**src/include/iair_map.vh**
```
/*
  Register offsets, field positions, reset values and target codes for the
  indirect access and sensor edge interrupt register slice.
  Assumes an 8-bit register address space reached through a local
  register port of the device's serial control interface.
*/
`ifndef IAIR_MAP_VH
`define IAIR_MAP_VH

// ----------------------------------------------------------------------
// Register offsets
// ----------------------------------------------------------------------
`define IAIR_OFS_RISE_MASK 8'h7e
`define IAIR_OFS_FALL_MASK 8'h7f
`define IAIR_OFS_RSVD_A0_LO 8'ha0
`define IAIR_OFS_RSVD_A0_HI 8'ha4
`define IAIR_OFS_REFERENCE_CLOCK_INPUT_MHZ 8'ha5
`define IAIR_OFS_RSVD_A7_LO 8'ha7
`define IAIR_OFS_RSVD_A7_HI 8'haf
`define IAIR_OFS_IND_CTL 8'hb0
`define IAIR_OFS_IND_ADDR 8'hb1
`define IAIR_OFS_IND_DATA 8'hb2
`define IAIR_OFS_RISE_STS 8'hc0
`define IAIR_OFS_FALL_STS 8'hc1

// ----------------------------------------------------------------------
// Fields and reset values
// ----------------------------------------------------------------------
`define IAIR_CTL_READ_BIT 0
`define IAIR_CTL_AINC_BIT 1
`define IAIR_CTL_SEL_LSB 2
`define IAIR_CTL_SEL_MSB 5
`define IAIR_CTL_WR_MASK 8'h3f
`define IAIR_RST_BYTE 8'h00

// ----------------------------------------------------------------------
// Indirect target codes
// ----------------------------------------------------------------------
`define IAIR_TGT_PATGEN 4'h0
`define IAIR_TGT_RX0 4'h1
`define IAIR_TGT_RX1 4'h2
`define IAIR_TGT_RX_SHARED 4'h5
`define IAIR_TGT_RX_BOTH 4'h6
`define IAIR_TGT_CSI 4'h7

// ----------------------------------------------------------------------
// Reference clock measurement
// ----------------------------------------------------------------------
`define IAIR_TICK_NS 1000
`define IAIR_CLK_NS 20
`define IAIR_GATE_CYC (`IAIR_TICK_NS / `IAIR_CLK_NS)

`endif

```
**src/design/iair_regs.v**
```verilog
/*
  Sensor edge interrupt masks and status, reference clock measurement and
  the indirect access window (control, address, data) with strobes.
  Assumes a one-cycle register read/write port from the serial control
  slave, per-port sensor status from the receive ports, and target blocks
  answering reads combinationally on ind_rdata for the strobed address.
*/
//
// Contract
// RULE1 - Masked rising status edges latch rise interrupts
// RULE2 - Masked falling status edges latch fall interrupts
// RULE3 - Mask registers per port, chosen by port select
// RULE4 - Reference clock measured as whole megahertz
// RULE5 - Host reads measurement twice, accepts equal pair
// RULE6 - Target select field routes indirect accesses
// RULE7 - Code 0110 writes both receive port blocks
// RULE8 - Auto-increment bumps address after each access
// RULE9 - Address write strobes prefetch when read set
// RULE10 - Data read strobes next address when both set
// RULE11 - Read bit needed only for prefetching blocks
// RULE12 - Address register holds eight-bit target offset
// RULE13 - Data write writes byte into target register
// RULE14 - Data read returns target register contents
// RULE15 - Latched status stays until cleared, drives interrupt
`timescale 1ns/1ps
`include "iair_map.vh"

module iair_regs (
  core_clk,
  rst_n,
  reg_addr,
  reg_wdata,
  reg_wr,
  reg_rd,
  reg_rdata,
  port_sel,
  sensor_status_bits,
  reference_clock_input,
  ind_addr,
  ind_wdata,
  ind_wr_strb,
  ind_rd_strb,
  ind_rdata,
  irq_out
);
  input wire core_clk;
  input wire rst_n;
  input wire [7:0] reg_addr;
  input wire [7:0] reg_wdata;
  input wire reg_wr;
  input wire reg_rd;
  output wire [7:0] reg_rdata;
  input wire port_sel;
  input wire [15:0] sensor_status_bits;
  input wire reference_clock_input;
  output reg [7:0] ind_addr;
  output reg [7:0] ind_wdata;
  output reg [7:0] ind_wr_strb;
  output reg [7:0] ind_rd_strb;
  input wire [7:0] ind_rdata;
  output reg irq_out;

  // --------------------------------------------------------------------
  // Reset release
  // --------------------------------------------------------------------
  reg rst_s1_r;
  reg rst_s2_r;
  wire rst_sync_n;

  always @(posedge core_clk or negedge rst_n) begin
    if (!rst_n) begin
      rst_s1_r <= 1'b0;
      rst_s2_r <= 1'b0;
    end else begin
      rst_s1_r <= 1'b1;
      rst_s2_r <= rst_s1_r;
    end
  end
  assign rst_sync_n = rst_s2_r;

  // --------------------------------------------------------------------
  // Decode
  // --------------------------------------------------------------------
  wire hit_rise = (reg_addr == `IAIR_OFS_RISE_MASK);
  wire hit_fall = (reg_addr == `IAIR_OFS_FALL_MASK);
  wire hit_ctl = (reg_addr == `IAIR_OFS_IND_CTL);
  wire hit_addr = (reg_addr == `IAIR_OFS_IND_ADDR);
  wire hit_data = (reg_addr == `IAIR_OFS_IND_DATA);
  wire hit_rsts = (reg_addr == `IAIR_OFS_RISE_STS);
  wire hit_fsts = (reg_addr == `IAIR_OFS_FALL_STS);

  // --------------------------------------------------------------------
  // Per-port masks and edge interrupt status
  // --------------------------------------------------------------------
  reg [7:0] rise_mask_r [0:1];
  reg [7:0] fall_mask_r [0:1];
  reg [7:0] rise_sts_r [0:1];
  reg [7:0] fall_sts_r [0:1];
  reg [15:0] sen_m1_r;
  reg [15:0] sen_m2_r;
  reg [15:0] sen_m3_r;
  reg [15:0] sen_stable_r;
  reg [15:0] sen_prev_r;
  wire [15:0] sen_agree = ~(sen_m2_r ^ sen_m3_r);
  wire [15:0] sen_next = (sen_agree & sen_m3_r) | (~sen_agree & sen_stable_r);
  integer p;

  // Status arrives from receive-port logic on other clocks, so it is
  // filtered: a change counts once the second and third stages agree.
  always @(posedge core_clk or negedge rst_sync_n) begin
    if (!rst_sync_n) begin
      sen_m1_r <= 16'h0000;
      sen_m2_r <= 16'h0000;
      sen_m3_r <= 16'h0000;
      sen_stable_r <= 16'h0000;
      sen_prev_r <= 16'h0000;
    end else begin
      sen_m1_r <= sensor_status_bits;
      sen_m2_r <= sen_m1_r;
      sen_m3_r <= sen_m2_r;
      sen_stable_r <= sen_next;
      sen_prev_r <= sen_stable_r;
    end
  end

  always @(posedge core_clk or negedge rst_sync_n) begin
    if (!rst_sync_n) begin
      for (p = 0; p < 2; p = p + 1) begin
        rise_mask_r[p] <= `IAIR_RST_BYTE;
        fall_mask_r[p] <= `IAIR_RST_BYTE;
        rise_sts_r[p] <= `IAIR_RST_BYTE;
        fall_sts_r[p] <= `IAIR_RST_BYTE;
      end
    end else begin
      if (reg_wr && hit_rise)
        rise_mask_r[port_sel] <= reg_wdata; // RULE3
      if (reg_wr && hit_fall)
        fall_mask_r[port_sel] <= reg_wdata; // RULE3
      for (p = 0; p < 2; p = p + 1) begin
        // Read clears; a new edge in the same cycle wins over the clear
        rise_sts_r[p] <= ((reg_rd && hit_rsts && port_sel == p) ?
          8'h00 : rise_sts_r[p]) |
          (rise_mask_r[p] & sen_stable_r[p*8 +: 8] &
           ~sen_prev_r[p*8 +: 8]); // RULE1 RULE15
        fall_sts_r[p] <= ((reg_rd && hit_fsts && port_sel == p) ?
          8'h00 : fall_sts_r[p]) |
          (fall_mask_r[p] & ~sen_stable_r[p*8 +: 8] &
           sen_prev_r[p*8 +: 8]); // RULE2 RULE15
      end
    end
  end

  always @(posedge core_clk or negedge rst_sync_n) begin
    if (!rst_sync_n)
      irq_out <= 1'b0;
    else
      irq_out <= |{rise_sts_r[0], rise_sts_r[1],
                   fall_sts_r[0], fall_sts_r[1]}; // RULE15
  end

  // --------------------------------------------------------------------
  // Reference clock measurement
  // --------------------------------------------------------------------
  // Rising edges of the reference are counted over a 1 us gate, which
  // gives megahertz directly. Only references well below half the core
  // clock can be resolved this way.
  reg [2:0] ref_sync_r;
  reg [5:0] gate_cnt_r;
  reg [7:0] edge_cnt_r;
  reg [7:0] mhz_r;
  wire ref_rise = ref_sync_r[1] & ~ref_sync_r[2];

  always @(posedge core_clk or negedge rst_sync_n) begin
    if (!rst_sync_n) begin
      ref_sync_r <= 3'b000;
      gate_cnt_r <= 6'h00;
      edge_cnt_r <= 8'h00;
      mhz_r <= `IAIR_RST_BYTE;
    end else begin
      ref_sync_r <= {ref_sync_r[1:0], reference_clock_input};
      if (gate_cnt_r == `IAIR_GATE_CYC - 1) begin
        gate_cnt_r <= 6'h00;
        mhz_r <= edge_cnt_r + {7'h00, ref_rise}; // RULE4
        edge_cnt_r <= 8'h00;
      end else begin
        gate_cnt_r <= gate_cnt_r + 6'h01;
        if (ref_rise && edge_cnt_r != 8'hff)
          edge_cnt_r <= edge_cnt_r + 8'h01;
      end
    end
  end

  // --------------------------------------------------------------------
  // Indirect access window
  // --------------------------------------------------------------------
  reg [7:0] ctl_r;
  reg wr_inc_r;
  wire [3:0] tgt_sel = ctl_r[`IAIR_CTL_SEL_MSB:`IAIR_CTL_SEL_LSB];
  wire ainc = ctl_r[`IAIR_CTL_AINC_BIT];
  wire pref = ctl_r[`IAIR_CTL_READ_BIT];
  reg [7:0] tgt_onehot;

  // Target code to block strobe lines: bit0 pattern gen, 1 rx0, 2 rx1,
  // 5 shared rx, 7 CSI; reserved codes reach nothing.
  always @* begin
    tgt_onehot = 8'h00;
    if (tgt_sel == `IAIR_TGT_PATGEN)
      tgt_onehot = 8'h01; // RULE6
    else if (tgt_sel == `IAIR_TGT_RX0)
      tgt_onehot = 8'h02; // RULE6
    else if (tgt_sel == `IAIR_TGT_RX1)
      tgt_onehot = 8'h04; // RULE6
    else if (tgt_sel == `IAIR_TGT_RX_SHARED)
      tgt_onehot = 8'h20; // RULE6
    else if (tgt_sel == `IAIR_TGT_CSI)
      tgt_onehot = 8'h80; // RULE6
  end

  // Broadcast code reaches both receive port blocks for writes only
  wire [7:0] wr_onehot = (tgt_sel == `IAIR_TGT_RX_BOTH) ?
    8'h06 : tgt_onehot; // RULE7
  wire data_wr = reg_wr && hit_data;
  wire data_rd = reg_rd && hit_data;

  always @(posedge core_clk or negedge rst_sync_n) begin
    if (!rst_sync_n) begin
      ctl_r <= `IAIR_RST_BYTE;
      ind_addr <= `IAIR_RST_BYTE;
      wr_inc_r <= 1'b0;
      ind_wdata <= `IAIR_RST_BYTE;
      ind_wr_strb <= 8'h00;
      ind_rd_strb <= 8'h00;
    end else begin
      ind_wr_strb <= 8'h00;
      ind_rd_strb <= 8'h00;
      wr_inc_r <= data_wr && ainc;
      // Write strobe must meet the old address, so its bump waits a cycle;
      // a data read in that very cycle still sees the old address
      if (wr_inc_r)
        ind_addr <= ind_addr + 8'h01; // RULE8
      if (reg_wr && hit_ctl)
        ctl_r <= reg_wdata & `IAIR_CTL_WR_MASK;
      if (reg_wr && hit_addr) begin
        ind_addr <= reg_wdata; // RULE12
        if (pref)
          ind_rd_strb <= tgt_onehot; // RULE9
      end
      if (data_wr) begin
        ind_wdata <= reg_wdata;
        ind_wr_strb <= wr_onehot; // RULE13
      end
      if (data_rd && ainc) begin
        ind_addr <= ind_addr + 8'h01; // RULE8
        if (pref)
          ind_rd_strb <= tgt_onehot; // RULE10
      end
    end
  end

  // --------------------------------------------------------------------
  // Read mux
  // --------------------------------------------------------------------
  reg [7:0] rdata_mux;

  always @* begin
    rdata_mux = 8'h00;
    if (hit_rise)
      rdata_mux = rise_mask_r[port_sel]; // RULE3
    else if (hit_fall)
      rdata_mux = fall_mask_r[port_sel];
    else if (reg_addr == `IAIR_OFS_REFERENCE_CLOCK_INPUT_MHZ)
      rdata_mux = mhz_r; // RULE4
    else if (hit_ctl)
      rdata_mux = ctl_r;
    else if (hit_addr)
      rdata_mux = ind_addr;
    else if (hit_data)
      rdata_mux = ind_rdata; // RULE14
    else if (hit_rsts)
      rdata_mux = rise_sts_r[port_sel];
    else if (hit_fsts)
      rdata_mux = fall_sts_r[port_sel];
  end
  assign reg_rdata = rdata_mux;

endmodule

```
**config.mk**
```make
export PLATFORM = sky130hd
export DESIGN_NAME = iair_regs
export DESIGN_NICKNAME = d
export VERILOG_FILES = /design/src/design/iair_regs.v
export VERILOG_INCLUDE_DIRS = /design/src /design/src/include
export SDC_FILE = /design/constraint.sdc
export NUM_CORES = 1
export LEC_CHECK = 0
export BUFFER_PORTS_ARGS = -buffer_cell sky130_fd_sc_hd__buf_2
export CORE_UTILIZATION = 40
export DETAILED_ROUTE_END_ITERATION = 7
export HOLD_SLACK_MARGIN = 0.05
export PLACE_DENSITY = 0.58
export SYNTH_ARGS = -nofsm -noshare
export SYNTH_HDL_FRONTEND = slang
export SYNTH_SLANG_ARGS = --single-unit
export TNS_END_PERCENT = 30
```
**constraint.sdc**
```tcl
create_clock -name core_clk -period 5.9 [get_ports core_clk]
set_input_delay 0.295 -clock core_clk [delete_from_list [all_inputs] [get_ports core_clk]]
set_output_delay 0.295 -clock core_clk [all_outputs]
set_load 0.1 [all_outputs]
```
Word-level counts from Yosys, hierarchy flattened
Index checks and enable logic that the tools add are counted.

operators by class
  add/subtract/negate cells = 4
  $lt $le $gt $ge = 2
  equality and inequality tests = 15
  multiplexer cells = 45
  bitwise logic cells = 26
  reduce and logical (&&, ||, !) cells = 20

operator list
  kind                                                                    number
  8-bit 2-to-1 mux                                                        41
  8-bit AND                                                               8
  8-bit equality test (second input constant)                             6
  16-bit AND                                                              2
  16-bit bitwise mux                                                      2
  16-bit NOT                                                              2
  8-bit NOT                                                               4
  8-bit bitwise OR                                                        4
  32-bit OR reduction                                                     1
  8-bit by 1-bit adder with 8-bit output (second input constant)          2
  8-bit by 7-bit equality test with 1-bit output (second input constant)  2
  1-bit logical AND                                                       16
  16-bit bitwise OR                                                       1
  16-bit bitwise XOR                                                      1
  4-bit by 3-bit equality test with 1-bit output (second input constant)  3
  8-bit by 1-bit adder with 8-bit output                                  1
  8-bit demux with 1-bit select                                           1
  8-bit inequality test (second input constant)                           1
  6-bit by 1-bit adder with 6-bit output (second input constant)          1
  6-bit equality test (second input constant)                             1
  6-bit 2-to-1 mux                                                        1
  4-bit by 1-bit equality test with 1-bit output (second input constant)  1
  4-bit by 2-bit equality test with 1-bit output (second input constant)  1
  4-bit logical NOT                                                       1
  7 further kinds                                                         8

word-level totals
  register bits = 211
  input port bits = 46
  output and inout port bits = 41
  word-level logic and storage cells = 138

Longest topological paths before layout
Gate-level depths: netlist (run 1).

  word-level depth = 12
  gate-level depth with buffers = 7

Least setup slack after synthesis (run 1)
OpenSTA, ideal clock, no wires.

  kind = input to output
  from = input reg_addr[1]
  to = output reg_rdata[4]
  data arrival time = 3038 ps
  data required time = 5605 ps
  slack = 2567 ps
  stages = 6
  buffers on the path = 1
  cells stage by stage = or3_2 > clkbuf_1 > nand2b_4 > nor2_1 > a22oi_1 > a31oi_1

between the ends
  longest elaborated chain between the ends = 9
  elaborated cells between the ends (all ways) = 16
  classes of those cells = eq/ne (8); mux (8)

ends and longest elaborated chain
  item                                  line             source
  from (decl)                           iair_regs.v:48   input wire [7:0] reg_addr;
  8-bit equality test (no source line)  --
  8-bit 2-to-1 mux                      iair_regs.v:281  else if (hit_fsts)
  8-bit 2-to-1 mux                      iair_regs.v:279  else if (hit_rsts)
  8-bit 2-to-1 mux                      iair_regs.v:277  else if (hit_data)
  8-bit 2-to-1 mux                      iair_regs.v:275  else if (hit_addr)
  8-bit 2-to-1 mux                      iair_regs.v:273  else if (hit_ctl)
  8-bit 2-to-1 mux                      iair_regs.v:271  else if (reg_addr == `IAIR_OFS_REFERENCE_CLOCK_INPUT_MHZ)
  8-bit 2-to-1 mux                      iair_regs.v:269  else if (hit_fall)
  8-bit 2-to-1 mux *                    iair_regs.v:267  if (hit_rise)
  to (decl)                             iair_regs.v:52   output wire [7:0] reg_rdata;

Every way passes the cells marked *; elsewhere a longest branch is shown, timed or not.

Worst setup path in the final report (run 1)
  from = input reg_addr[0]
  to = output reg_rdata[3]

The elaborated chain is that of the path after synthesis.

==> qor.csv, run 1 <==
stage,metric,value,unit
timing,count of endpoints failing setup in the final report,0,
clocking,number of gates resized after CTS,0,
timing,Fin Hold WS,0.1011,ns
power,total leakage power,4.534,nW
grt,GRT Overall Usage,0.1922,
clocking,clock buffers created by TritonCTS,23,
grt,number of global-route vias before repair,5644,
timing,unrepaired setup endpoints after global routing,false,
synth,sequential fraction of the synthesis area,0.6143,
grt,maximum number of pins on one net before global-route repair,76,
route,Antenna Violating Nets Remaining,0,
floorplan,die height,146.5,um
worst_setup_path,register-to-register path setup slack,3.86,ns
worst_setup_path,kind of end point of the critical path,output pin,
worst_setup_path,critical path data arrival time,3.21,ns
synth,average cell area after synthesis,12.89,um2
clocking,TritonCTS clock tree,done,
worst_setup_path,beginning of the worst register-to-register path,edge_cnt_r[0],
clocking,number of buffers added for setup after CTS,0,
timing,highest clock rate,285.0,MHz
layout,Inserted Diodes,0,
floorplan,Site Rows,52,
synth,Synth Warn #,0,
route,via density per instance,5.454,
power,PD cells,333.9,nW/um2
clocking,number of H-tree branching levels,1,
route,DRC marker count from the first detailed-route iteration,444,
floorplan,placeable core region,20360,um2
worst_setup_path,destination of the worst register-to-register timing path,edge_cnt_r[7],
synth,post-synthesis register bit count,205,
layout,layout cell share with drive strength beyond 1,0.2582,
clocking,clock root cell,clkbuf_16,
timing,final slew viol count,0,
floorplan,number of placed I/O pins,87,
timing,Final Hold Viols,0,
flow_run,max-cap violation count,0,
synth,Most used DFF post-synth,dfrtp_1,
timing,final worst-path cycle share,0.5947,
timing,Max-slew headroom,0.3654,
synth,"EDFF count, synth",0,
synth,cell type with the highest aggregate area in the netlist,dfrtp_1,
place,HPWL after detailed placement,14.19,mm
layout,fillcell total,1793,
layout,post-synthesis to final-layout area growth,18.70,%
clocking,clk_lat worst skew,0.51,ns
power,Max IR drop VDD,0.0001688,V
clocking,total of hold buffers inserted after clock tree synthesis,18,
route,Routed WL,20.09,mm
route,via count,5634,
place,weighted congestion reported at the end of routability-driven placement,0.8828,
worst_setup_path,Setup CP Type,in2out,
worst_hold_path,Worst Hold Class,in2async,
power,total chip power,0.003309,W
floorplan,initial standard-cell utilization of the core,0.4101,
route,iteration count of the initial detailed-routing pass,5,
clocking,maximum clock insertion buffer count,3,
synth,area share of the largest cell type after synthesis,0.6143,
synth,post-synthesis instance area,8351,um2
floorplan,overall die area,21460,um2
place,count of buffers from port buffering,80,
timing,Least-Margin Pin Slew,0.9468,ns
clocking,post-CTS clock slew at the launch and capture registers of the worst setup and hold paths,0.05,ns
place,Placed Instance Area,9000,um2
synth,distinct cell type count of the synthesized netlist,56,
synth,cell types occupying the most area after synthesis,"dfrtp_1, mux2_2, mux2i_1, nand2_1, maj3_1",
worst_setup_path,type of element launching the critical path,input port,
grt,global route overflow,0,
layout,post-layout instance area,9912,um2
timing,Total Neg Setup Slack,0,ns
route,detailed-route DRC error count,0,
grt,antenna violations before repair,0,
floorplan,horizontal extent of the die,146.5,um
route,wire length per cell,19.45,um
grt,wire length of the first global-routing pass,31.86,mm
timing,min cycle time layout,3.509,ns
layout,number of nets in the finished design,804,
synth,cell count after synthesis,648,
worst_setup_path,Worst Path Required,5.61,ns
clocking,CTS sink cnt,205,
timing,setup clock skew after layout,0.02098,ns
outcome,result of the run,"finished, final reports clean",
layout,core utilization of the finished layout,0.4867,
synth,share of flip-flops with an asynchronous set or reset after synthesis,1.000,
worst_setup_path,r2r worst-path depth,6,
worst_setup_path,Crit Path Max Fanout,30,
-- area by class of cell --
class                      count  area [um2]  share of cell area
clock inverter                 8       97.59            0.009846
multi-input combinational    405        3042              0.3069
sequential                   205        5134              0.5179
tap                          270       337.8             0.03408
inverter                      15       56.30            0.005680
clock buffer                  28       634.4             0.06400
timing repair buffer         102       610.6             0.06160
-- registers in the layout, indices dropped and copies added, names as in the netlist, 8 cells and up, named ones only --
signal	cells
sen_m1_r	16
sen_prev_r	16
edge_cnt_r	8
ind_addr	8
sen_m2_r	16
rise_sts_r	16
fall_mask_r	16
sen_m3_r	16
ind_wdata	8
fall_sts_r	16
rise_mask_r	16
mhz_r	8
-- worst max-delay path, cell delays in order --
cell and delay (ns):
buf_2 0.51, or3b_2 0.55, nor4_1 0.72, buf_4 0.30, a22oi_1 0.10, a21oi_1 0.16, a31o_2 0.14, buf_2 0.43
-- power breakdown --
group	leakage [nW]	switching [W]	internal, W
Combinational	1.63	0.000189	0.000117
Sequential	2.54	0.000111	0.00151
Clock	0.366	0.000544	0.000843
Total	4.53	0.000845	0.00246
-- kinds of logic (layout without fill, tap and decap cells) --
kind of cell    after synthesis  after routing  synth area share
xor+xnor                     21             21           0.02203
simple gates                163            163            0.1025
other cells                   2              7         0.0008993
mux                          79             79            0.1085
fa+ha+maj                    22             22           0.02817
compound gates              113            113           0.09934
flops                       205            205            0.6143
buf+inv                      43            153           0.02427
-- cells in the final DEF, fill, tap and decap left out, types with 6 or more instances in the layout --
cell,n
dfrtp_1,204
buf_2,80
mux2_2,52
nand2_1,45
nor2_1,42
a21oi_1,31
mux2i_1,23
clkbuf_16,23
dlygate4sd3_1,18
o2bb2ai_1,16
maj3_1,16
inv_1,15
a32o_1,15
nand3_1,13
xnor2_1,12
nor4_1,12
o21ai_0,10
xor2_1,9
nor3_1,8
a22oi_1,8
o22ai_1,8
conb_1,7
nand4_1,6
ha_1,6
-- cells in the mapped netlist (3+ instances only) --
cell type and count:
xnor2_1 12, ha_1 6, a21bo_2 4, inv_1 15
nor3_1 9, clkbuf_1 13, mux2_2 52, nand2_1 45
maj3_1 16, buf_2 6, nand4_1 6, xor2_1 9
a22oi_1 8, o2bb2ai_1 16, o22ai_1 8, a21oi_1 31
o21ai_0 10, a211oi_1 4, nand3_1 13, nand2b_1 4
dfrtp_1 205, nand4b_1 3, nor4_1 12, nor2b_1 4
mux4_2 4, nor2_1 42, mux2i_1 23, a31o_2 4
and3_1 3, buf_4 7, or3_1 3, a32o_1 15
o221ai_1 4
-- routing by layer --
metal  global-route usage  wire length, um
met3              0.03813             1268
met1               0.2678             9155
met5                    0                0
met2               0.2976             9031
met4              0.07135              632
-- per-stage QoR --
step | setup slack [ns] | instances
5_1_grt | 2.273 | 1033
3_3_place_gp | 2.478 | 979
6_report | 2.391 | 1033
2_1_floorplan | 2.524 | 653
4_1_cts | 2.433 | 1033
3_5_place_dp | 2.445 | 979
-- worst max path at each step --
| stage | from | end | slack [ns] | cells after the start |
|---|---|---|---|---|
| 2_1_floorplan | rst_s2_r | async pin | 2.52 | 0 |
| 3_3_place_gp | reg_addr[0] | reg_rdata[3] | 2.48 | 8 |
| 3_5_place_dp | reg_addr[0] | reg_rdata[3] | 2.45 | 8 |
| 4_1_cts | reg_addr[0] | reg_rdata[3] | 2.43 | 8 |
| 5_1_grt | reg_addr[0] | reg_rdata[2] | 2.27 | 8 |
| 6_report | reg_addr[0] | reg_rdata[3] | 2.39 | 8 |
No activity file was read; power rests on OpenSTA's default activity.
==> run 2, diff against run 1 <==
PLACE_DENSITY = 0.56   (was 0.58)
clock period = 3.3 ns   (was 5.9 ns; I/O delays follow)
==> qor.csv, run 2 (same netlist as run 1, synthesis figures left out) <==
stage,metric,value,unit,change
outcome,result of the run,"finished, final reports clean",,unchanged
place,count of buffers from port buffering,80,,unchanged
grt,number of global-route vias before repair,5821,,was 5644
timing,min cycle time layout,2.507,ns,
place,post-placement setup slack,0.8632,ns,was 2.445 ns
grt,layer with the highest usage after global routing,met2,,unchanged
floorplan,horizontal extent of the die,146.5,um,unchanged
floorplan,number of placed I/O pins,87,,unchanged
route,Antenna Violating Nets Remaining,0,,unchanged
worst_setup_path,kind of end point of the critical path,output pin,,unchanged
worst_setup_path,type of element launching the critical path,input port,,unchanged
clocking,CTS sink cnt,205,,unchanged
timing,count of endpoints failing setup in the final report,0,,unchanged
route,via count,5727,,was 5634
clocking,number of gates resized after CTS,0,,unchanged
timing,Final Hold Viols,0,,unchanged
timing,final worst-path cycle share,0.7597,,
timing,unrepaired setup endpoints after global routing,false,,unchanged
clocking,clk_lat worst skew,0.50,ns,was 0.51 ns
timing,Total Neg Setup Slack,0,ns,unchanged
timing,final slew viol count,0,,unchanged
place,HPWL after detailed placement,14.58,mm,was 14.19 mm
clocking,number of H-tree branching levels,1,,unchanged
layout,most frequent cells in the layout,"dfrtp_1, buf_2, mux2_2",,unchanged
grt,wire length of the first global-routing pass,32.85,mm,was 31.86 mm
grt,maximum number of pins on one net before global-route repair,52,,was 76
grt,global route overflow,0,,unchanged
floorplan,placeable core region,20360,um2,unchanged
timing,highest clock rate,398.9,MHz,
worst_hold_path,Worst Hold Class,in2reg,,was in2async
route,DRC marker count from the first detailed-route iteration,349,,was 444
timing,Least-Margin Pin Slew,0.9017,ns,was 0.9468 ns
floorplan,die height,146.5,um,unchanged
floorplan,initial standard-cell utilization of the core,0.4101,,unchanged
layout,number of nets in the finished design,821,,was 804
clocking,post-CTS clock slew at the launch and capture registers of the worst setup and hold paths,0.06,ns,was 0.05 ns
place,weighted congestion reported at the end of routability-driven placement,0.9044,,was 0.8828
layout,layout cell share with drive strength beyond 1,0.2602,,was 0.2582
flow_run,max-cap violation count,0,,unchanged
clocking,clock root cell,clkbuf_16,,unchanged
floorplan,overall die area,21460,um2,unchanged
timing,setup slack of the critical path after layout,0.7928,ns,was 2.391 ns
worst_setup_path,Setup CP Type,in2out,,unchanged
timing,Max-slew headroom,0.3988,,was 0.3654
layout,post-synthesis to final-layout area growth,22.39,%,was 18.70%
grt,antenna violations before repair,0,,unchanged
route,via density per instance,5.434,,was 5.454
clocking,clock buffers created by TritonCTS,23,,unchanged
grt,met3 Resource Use GR,0.03219,,was 0.03813
clocking,number of buffers added for setup after CTS,0,,unchanged
floorplan,Site Rows,52,,unchanged
route,wire length per cell,19.54,um,was 19.45 um
power,PD cells,604.7,nW/um2,was 333.9 nW/um2
route,iteration count of the initial detailed-routing pass,5,,unchanged
grt,global routing met1 resource utilization,0.2749,,was 0.2678
worst_setup_path,register-to-register path setup slack,1.29,ns,was 3.86 ns
worst_setup_path,Crit Path Max Fanout,17,,was 30
power,total leakage power,4.653,nW,was 4.534 nW
power,Max IR drop VDD,0.0003217,V,was 0.0001688 V
layout,fillcell total,1818,,was 1793
clocking,TritonCTS clock tree,done,,unchanged
route,detailed-route DRC error count,0,,unchanged
worst_setup_path,critical path data arrival time,2.34,ns,was 3.21 ns
grt,M2 GR Usage,0.3140,,was 0.2976
clocking,total of hold buffers inserted after clock tree synthesis,28,,was 18
layout,"most common cell after layout, fill and taps aside",dfrtp_1,,unchanged
worst_setup_path,Worst Path Required,3.13,ns,was 5.61 ns
route,Routed WL,20.60,mm,was 20.09 mm
timing,setup clock skew after layout,0.008963,ns,was 0.02098 ns
clocking,maximum clock insertion buffer count,3,,unchanged
grt,GRT Overall Usage,0.1971,,was 0.1922
layout,Inserted Diodes,0,,unchanged
==> run 2: changes by cell type in the layout (fill, tap and decap cells not counted), sizes merged <==
cell,change
buf,+7
bufinv,+3
clkbuf,+1
clkinv,-2
clkinvlp,+2
dlygate4sd3,+10
==> run 2: where the power goes <==
part,switching [W],total (W),internal (W)
Clock,0.00101,0.00272,0.00172
Sequential,0.000202,0.00289,0.00269
Combinational,0.000341,0.000564,0.000223
==> run 2: final cells by class <==
type,count,area (um2),share of cell area
timing repair buffer,119,848.3,0.08301
clock inverter,11,188.9,0.01849
tap,270,337.8,0.03306
inverter,15,56.30,0.005509
clock buffer,29,618.1,0.06048
multi-input combinational,405,3037,0.2971
sequential,205,5134,0.5023
==> run 2: path summary, 6_finish.rpt <==
check                                            from  cells after the start            end
worst min-delay path            sensor_status_bits[7]                      2    sen_m1_r[7]
worst min register to register            sen_m1_r[1]                      0    sen_m2_r[1]
max in group asynchronous                    rst_s2_r                      1      async pin
worst max-delay path                      reg_addr[0]                      7   reg_rdata[5]
min in group asynchronous                    rst_s2_r                      0   sen_m1_r[15]
worst max register to register          edge_cnt_r[0]                      6  edge_cnt_r[7]
==> run 2: critical path, stage by stage <==
cell     delay (ns)
buf_2          0.28
or3b_2         0.52
nor4_1         0.43
buf_4          0.20
nor2_1         0.06
a31oi_1        0.21
buf_2          0.47
==> run 2: through the flow <==
stage          total power (W)  instances  hold slack [ns]  utilization  cell area (um2)
2_1_floorplan         0.003285        653          -0.1306            -             8373
3_3_place_gp          0.003459        986         -0.04967       0.4485             9133
3_5_place_dp          0.003477        986         -0.04713       0.4485             9133
4_1_cts               0.006240       1054           0.2820       0.5018            10220
5_1_grt               0.006442       1054           0.2979       0.5018            10220
6_report              0.006180       1054           0.3000       0.5018            10220
==> run 2: per-layer routing <==
metal | vias to the layer above | wire length [um] | part of all wire
met5 | - | 0 | 0
met4 | 0 | 580 | 0.028
met3 | 41 | 1141 | 0.055
met2 | 203 | 9475 | 0.46
met1 | 2899 | 9398 | 0.46
li1 | 2584 | - | -
==> run 3, diff against run 2 <==
ABC_AREA = 1   (was default)
clock period = 2.4 ns   (was 3.3 ns; I/O delays follow)
==> qor.csv, run 3 <==
stage,metric,value,unit,change
route,detailed-route DRC error count,0,,unchanged
clocking,TritonCTS clock tree,done,,unchanged
layout,post-synthesis to final-layout area growth,21.74,%,was 22.39%
worst_setup_path,critical path data arrival time,2.04,ns,was 2.34 ns
grt,antenna violations before repair,0,,unchanged
worst_setup_path,peak per-stage delay on the critical path,0.43,ns,was 0.52 ns
clocking,clock root cell,clkbuf_16,,unchanged
place,"number of placed instances, taps included",1223,,was 986
clocking,clock buffers created by TritonCTS,23,,unchanged
flow_run,max-cap violation count,0,,unchanged
worst_setup_path,Worst Path Required,2.28,ns,was 3.13 ns
power,total chip power,0.008131,W,was 0.006180 W
floorplan,die height,147.9,um,was 146.5 um
worst_setup_path,"critical path, cell by cell",inv_1 > o21ai_0 > nand3_1 > nand2_1 > nor2_1 > nand3_1 > nand2_1 > nand3_1 > buf_2,,was buf_2 > or3b_2 > nor4_1 > buf_4 > nor2_1 > a31oi_1 > buf_2
synth,cell type with the highest aggregate area in the netlist,dfrtp_1,,unchanged
route,Antenna Violating Nets Remaining,0,,unchanged
floorplan,horizontal extent of the die,147.9,um,was 146.5 um
synth,cell with the most instances after synthesis,dfrtp_1,,unchanged
worst_setup_path,slowest stage cell on the critical path,buf_2,,was or3b_2
synth,Most used DFF post-synth,dfrtp_1,,unchanged
worst_setup_path,Crit Path Max Fanout,3,,was 17
synth,area share of the largest cell type after synthesis,0.6027,,was 0.6143
clocking,CTS sink cnt,205,,unchanged
timing,count of endpoints failing setup in the final report,0,,unchanged
timing,Max-slew headroom,0.5947,,was 0.3988
timing,unrepaired setup endpoints after global routing,false,,unchanged
layout,core utilization of the finished layout,0.5040,,was 0.5018
synth,post-synthesis register bit count,205,,unchanged
timing,Final Hold Viols,0,,unchanged
route,iteration count of the initial detailed-routing pass,5,,unchanged
clocking,clk_lat worst skew,0.52,ns,was 0.50 ns
synth,average cell area after synthesis,9.662,um2,was 12.89 um2
worst_hold_path,Worst Hold Class,in2reg,,unchanged
worst_setup_path,cell repeated most along the worst path,nand3_1,,was buf_2
route,Routed WL,20.48,mm,was 20.60 mm
place,HPWL after detailed placement,14.71,mm,was 14.58 mm
layout,"most common cell after layout, fill and taps aside",dfrtp_1,,unchanged
route,via density per instance,4.980,,was 5.434
floorplan,initial standard-cell utilization of the core,0.4140,,was 0.4101
synth,distinct cell type count of the synthesized netlist,35,,was 56
timing,Least-Margin Pin Slew,0.6047,ns,was 0.9017 ns
timing,Total Neg Setup Slack,0,ns,unchanged
synth,share of flip-flops with an asynchronous set or reset after synthesis,1.000,,unchanged
timing,min cycle time layout,2.159,ns,
layout,number of standard cells in the final layout excluding fillers,1290,,was 1054
power,PD cells,784.7,nW/um2,was 604.7 nW/um2
place,weighted congestion reported at the end of routability-driven placement,0.8721,,was 0.9044
place,count of buffers from port buffering,80,,unchanged
synth,Commonest cells post-synth,"dfrtp_1, nand2_1, inv_1",,"was dfrtp_1, mux2_2, nand2_1"
clocking,maximum clock insertion buffer count,3,,unchanged
grt,GRT Overall Usage,0.1964,,was 0.1971
worst_setup_path,kind of end point of the critical path,output pin,,unchanged
clocking,post-CTS clock slew at the launch and capture registers of the worst setup and hold paths,0.06,ns,about the same
worst_setup_path,type of element launching the critical path,flip-flop,,was input port
outcome,result of the run,"finished, final reports clean",,unchanged
layout,number of nets in the finished design,1055,,was 821
layout,Inserted Diodes,0,,unchanged
clocking,number of gates resized after CTS,0,,unchanged
clocking,number of buffers added for setup after CTS,0,,unchanged
worst_setup_path,Setup CP Type,reg2out,,was in2out
synth,cell types occupying the most area after synthesis,"dfrtp_1, nand2_1, o21ai_0, inv_1, nand3_1",,"was dfrtp_1, mux2_2, mux2i_1, nand2_1, maj3_1"
grt,maximum number of pins on one net before global-route repair,62,,was 52
timing,final slew viol count,0,,unchanged
synth,"EDFF count, synth",0,,unchanged
synth,sequential fraction of the synthesis area,0.6027,,was 0.6143
grt,wire length of the first global-routing pass,33.60,mm,was 32.85 mm
power,Max IR drop VDD,0.0004220,V,was 0.0003217 V
power,total leakage power,5.011,nW,was 4.653 nW
clocking,number of H-tree branching levels,1,,unchanged
route,DRC marker count from the first detailed-route iteration,246,,was 349
grt,global route overflow,0,,unchanged
timing,setup clock skew after layout,0.01216,ns,was 0.008963 ns
synth,post-synthesis instance area,8512,um2,was 8351 um2
synth,Synth Warn #,0,,unchanged
floorplan,number of placed I/O pins,87,,unchanged
layout,layout cell share with drive strength beyond 1,0.1686,,was 0.2602
route,wire length per cell,15.87,um,was 19.54 um
floorplan,overall die area,21870,um2,was 21460 um2
floorplan,placeable core region,20560,um2,was 20360 um2
worst_setup_path,cell type group with the largest total delay on the critical path,buffers and inverters,,was simple AND/OR/NAND/NOR gates
floorplan,Site Rows,52,,unchanged
grt,number of global-route vias before repair,6402,,was 5821
timing,highest clock rate,463.1,MHz,
worst_setup_path,worst path bufs/invs,2,,was 3
timing,final worst-path cycle share,0.8997,,
route,via count,6424,,was 5727
layout,most frequent cells in the layout,"dfrtp_1, nand2_1, inv_1",,"was dfrtp_1, buf_2, mux2_2"
synth,cell count after synthesis,881,,was 648
[run 3: cell type report]
cell class	instances	area [um2]
fillers	1980	10200
flip-flops and latches	205	5134
repair buffers	121	853.3
inverters	103	386.6
clock inverters	4	73.82
clock buffers	38	721.9
multi-input cells	549	2855
well taps	270	337.8
[run 3: worst paths after layout]
| check | from | to | slack (ns) | cells after the start |
|---|---|---|---|---|
| max | fall_sts_r[13] | reg_rdata[5] | 0.24 | 9 |
| min | reg_wdata[2] | rise_mask_r[10] | 0.06 | 3 |
| max reg2reg | edge_cnt_r[0] | edge_cnt_r[3] | 0.62 | 6 |
| min reg2reg | rst_s2_r | sen_m1_r[10] | 0.31 | 0 |
| max in group asynchronous | rst_s2_r | ind_wr_strb[0] | 1.37 | 1 |
| min in group asynchronous | rst_s2_r | sen_m1_r[10] | 0.31 | 0 |
[run 3: worst min-delay path: cells and delay by family]
family / cells / cell delay [ns]
AOI/OAI and AO/OA: 1 / 0.18
buffers and inverters: 2 / 0.23
[run 3: cells by family (layout without fill, tap and decap cells)]
logic type               after synthesis  in the layout  share of synthesized area
AO/OA/AOI/OAI                        139            139                    0.09437
XOR/XNOR                              12             12                    0.01235
adder cells (fa/ha/maj)               22             22                    0.02763
buffers and inverters                132            266                    0.06409
flip-flops                           205            205                     0.6027
other                                  2              7                  0.0008823
AND/OR/NAND/NOR                      369            369                     0.1980
[run 3: metal layers]
| metal | part of all wire | global-route usage | up-vias | routed length (um) |
|---|---|---|---|---|
| met2 | 0.45 | 0.3080 | 161 | 9185 |
| met4 | 0.030 | 0.06804 | 0 | 624 |
| met3 | 0.049 | 0.02716 | 39 | 1008 |
| met5 | 0 | 0 | - | 0 |
| li1 | - | - | 3130 | - |
| met1 | 0.47 | 0.2798 | 3094 | 9657 |
[run 3: stage by stage]
step | hold WS [ns] | instance area [um2] | setup slack, ns
2_1_floorplan | -0.1756 | 8534 | 0.2198
3_3_place_gp | -0.09072 | 9316 | 0.4856
3_5_place_dp | -0.09044 | 9316 | 0.4776
4_1_cts | 0.06823 | 10360 | 0.2261
5_1_grt | 0.09596 | 10360 | 0.1291
6_report | 0.06338 | 10360 | 0.2407
[run 3: power breakdown]
part           switching, W  internal (W)
logic              0.000476      0.000213
clock network       0.00136       0.00226
registers          0.000172       0.00365
[run 3: what timing repair did]
item,4_1_cts,5_1_grt
endpoints found under the hold margin,31,0
hold buffers,25,0
endpoints found under the setup margin,0,0
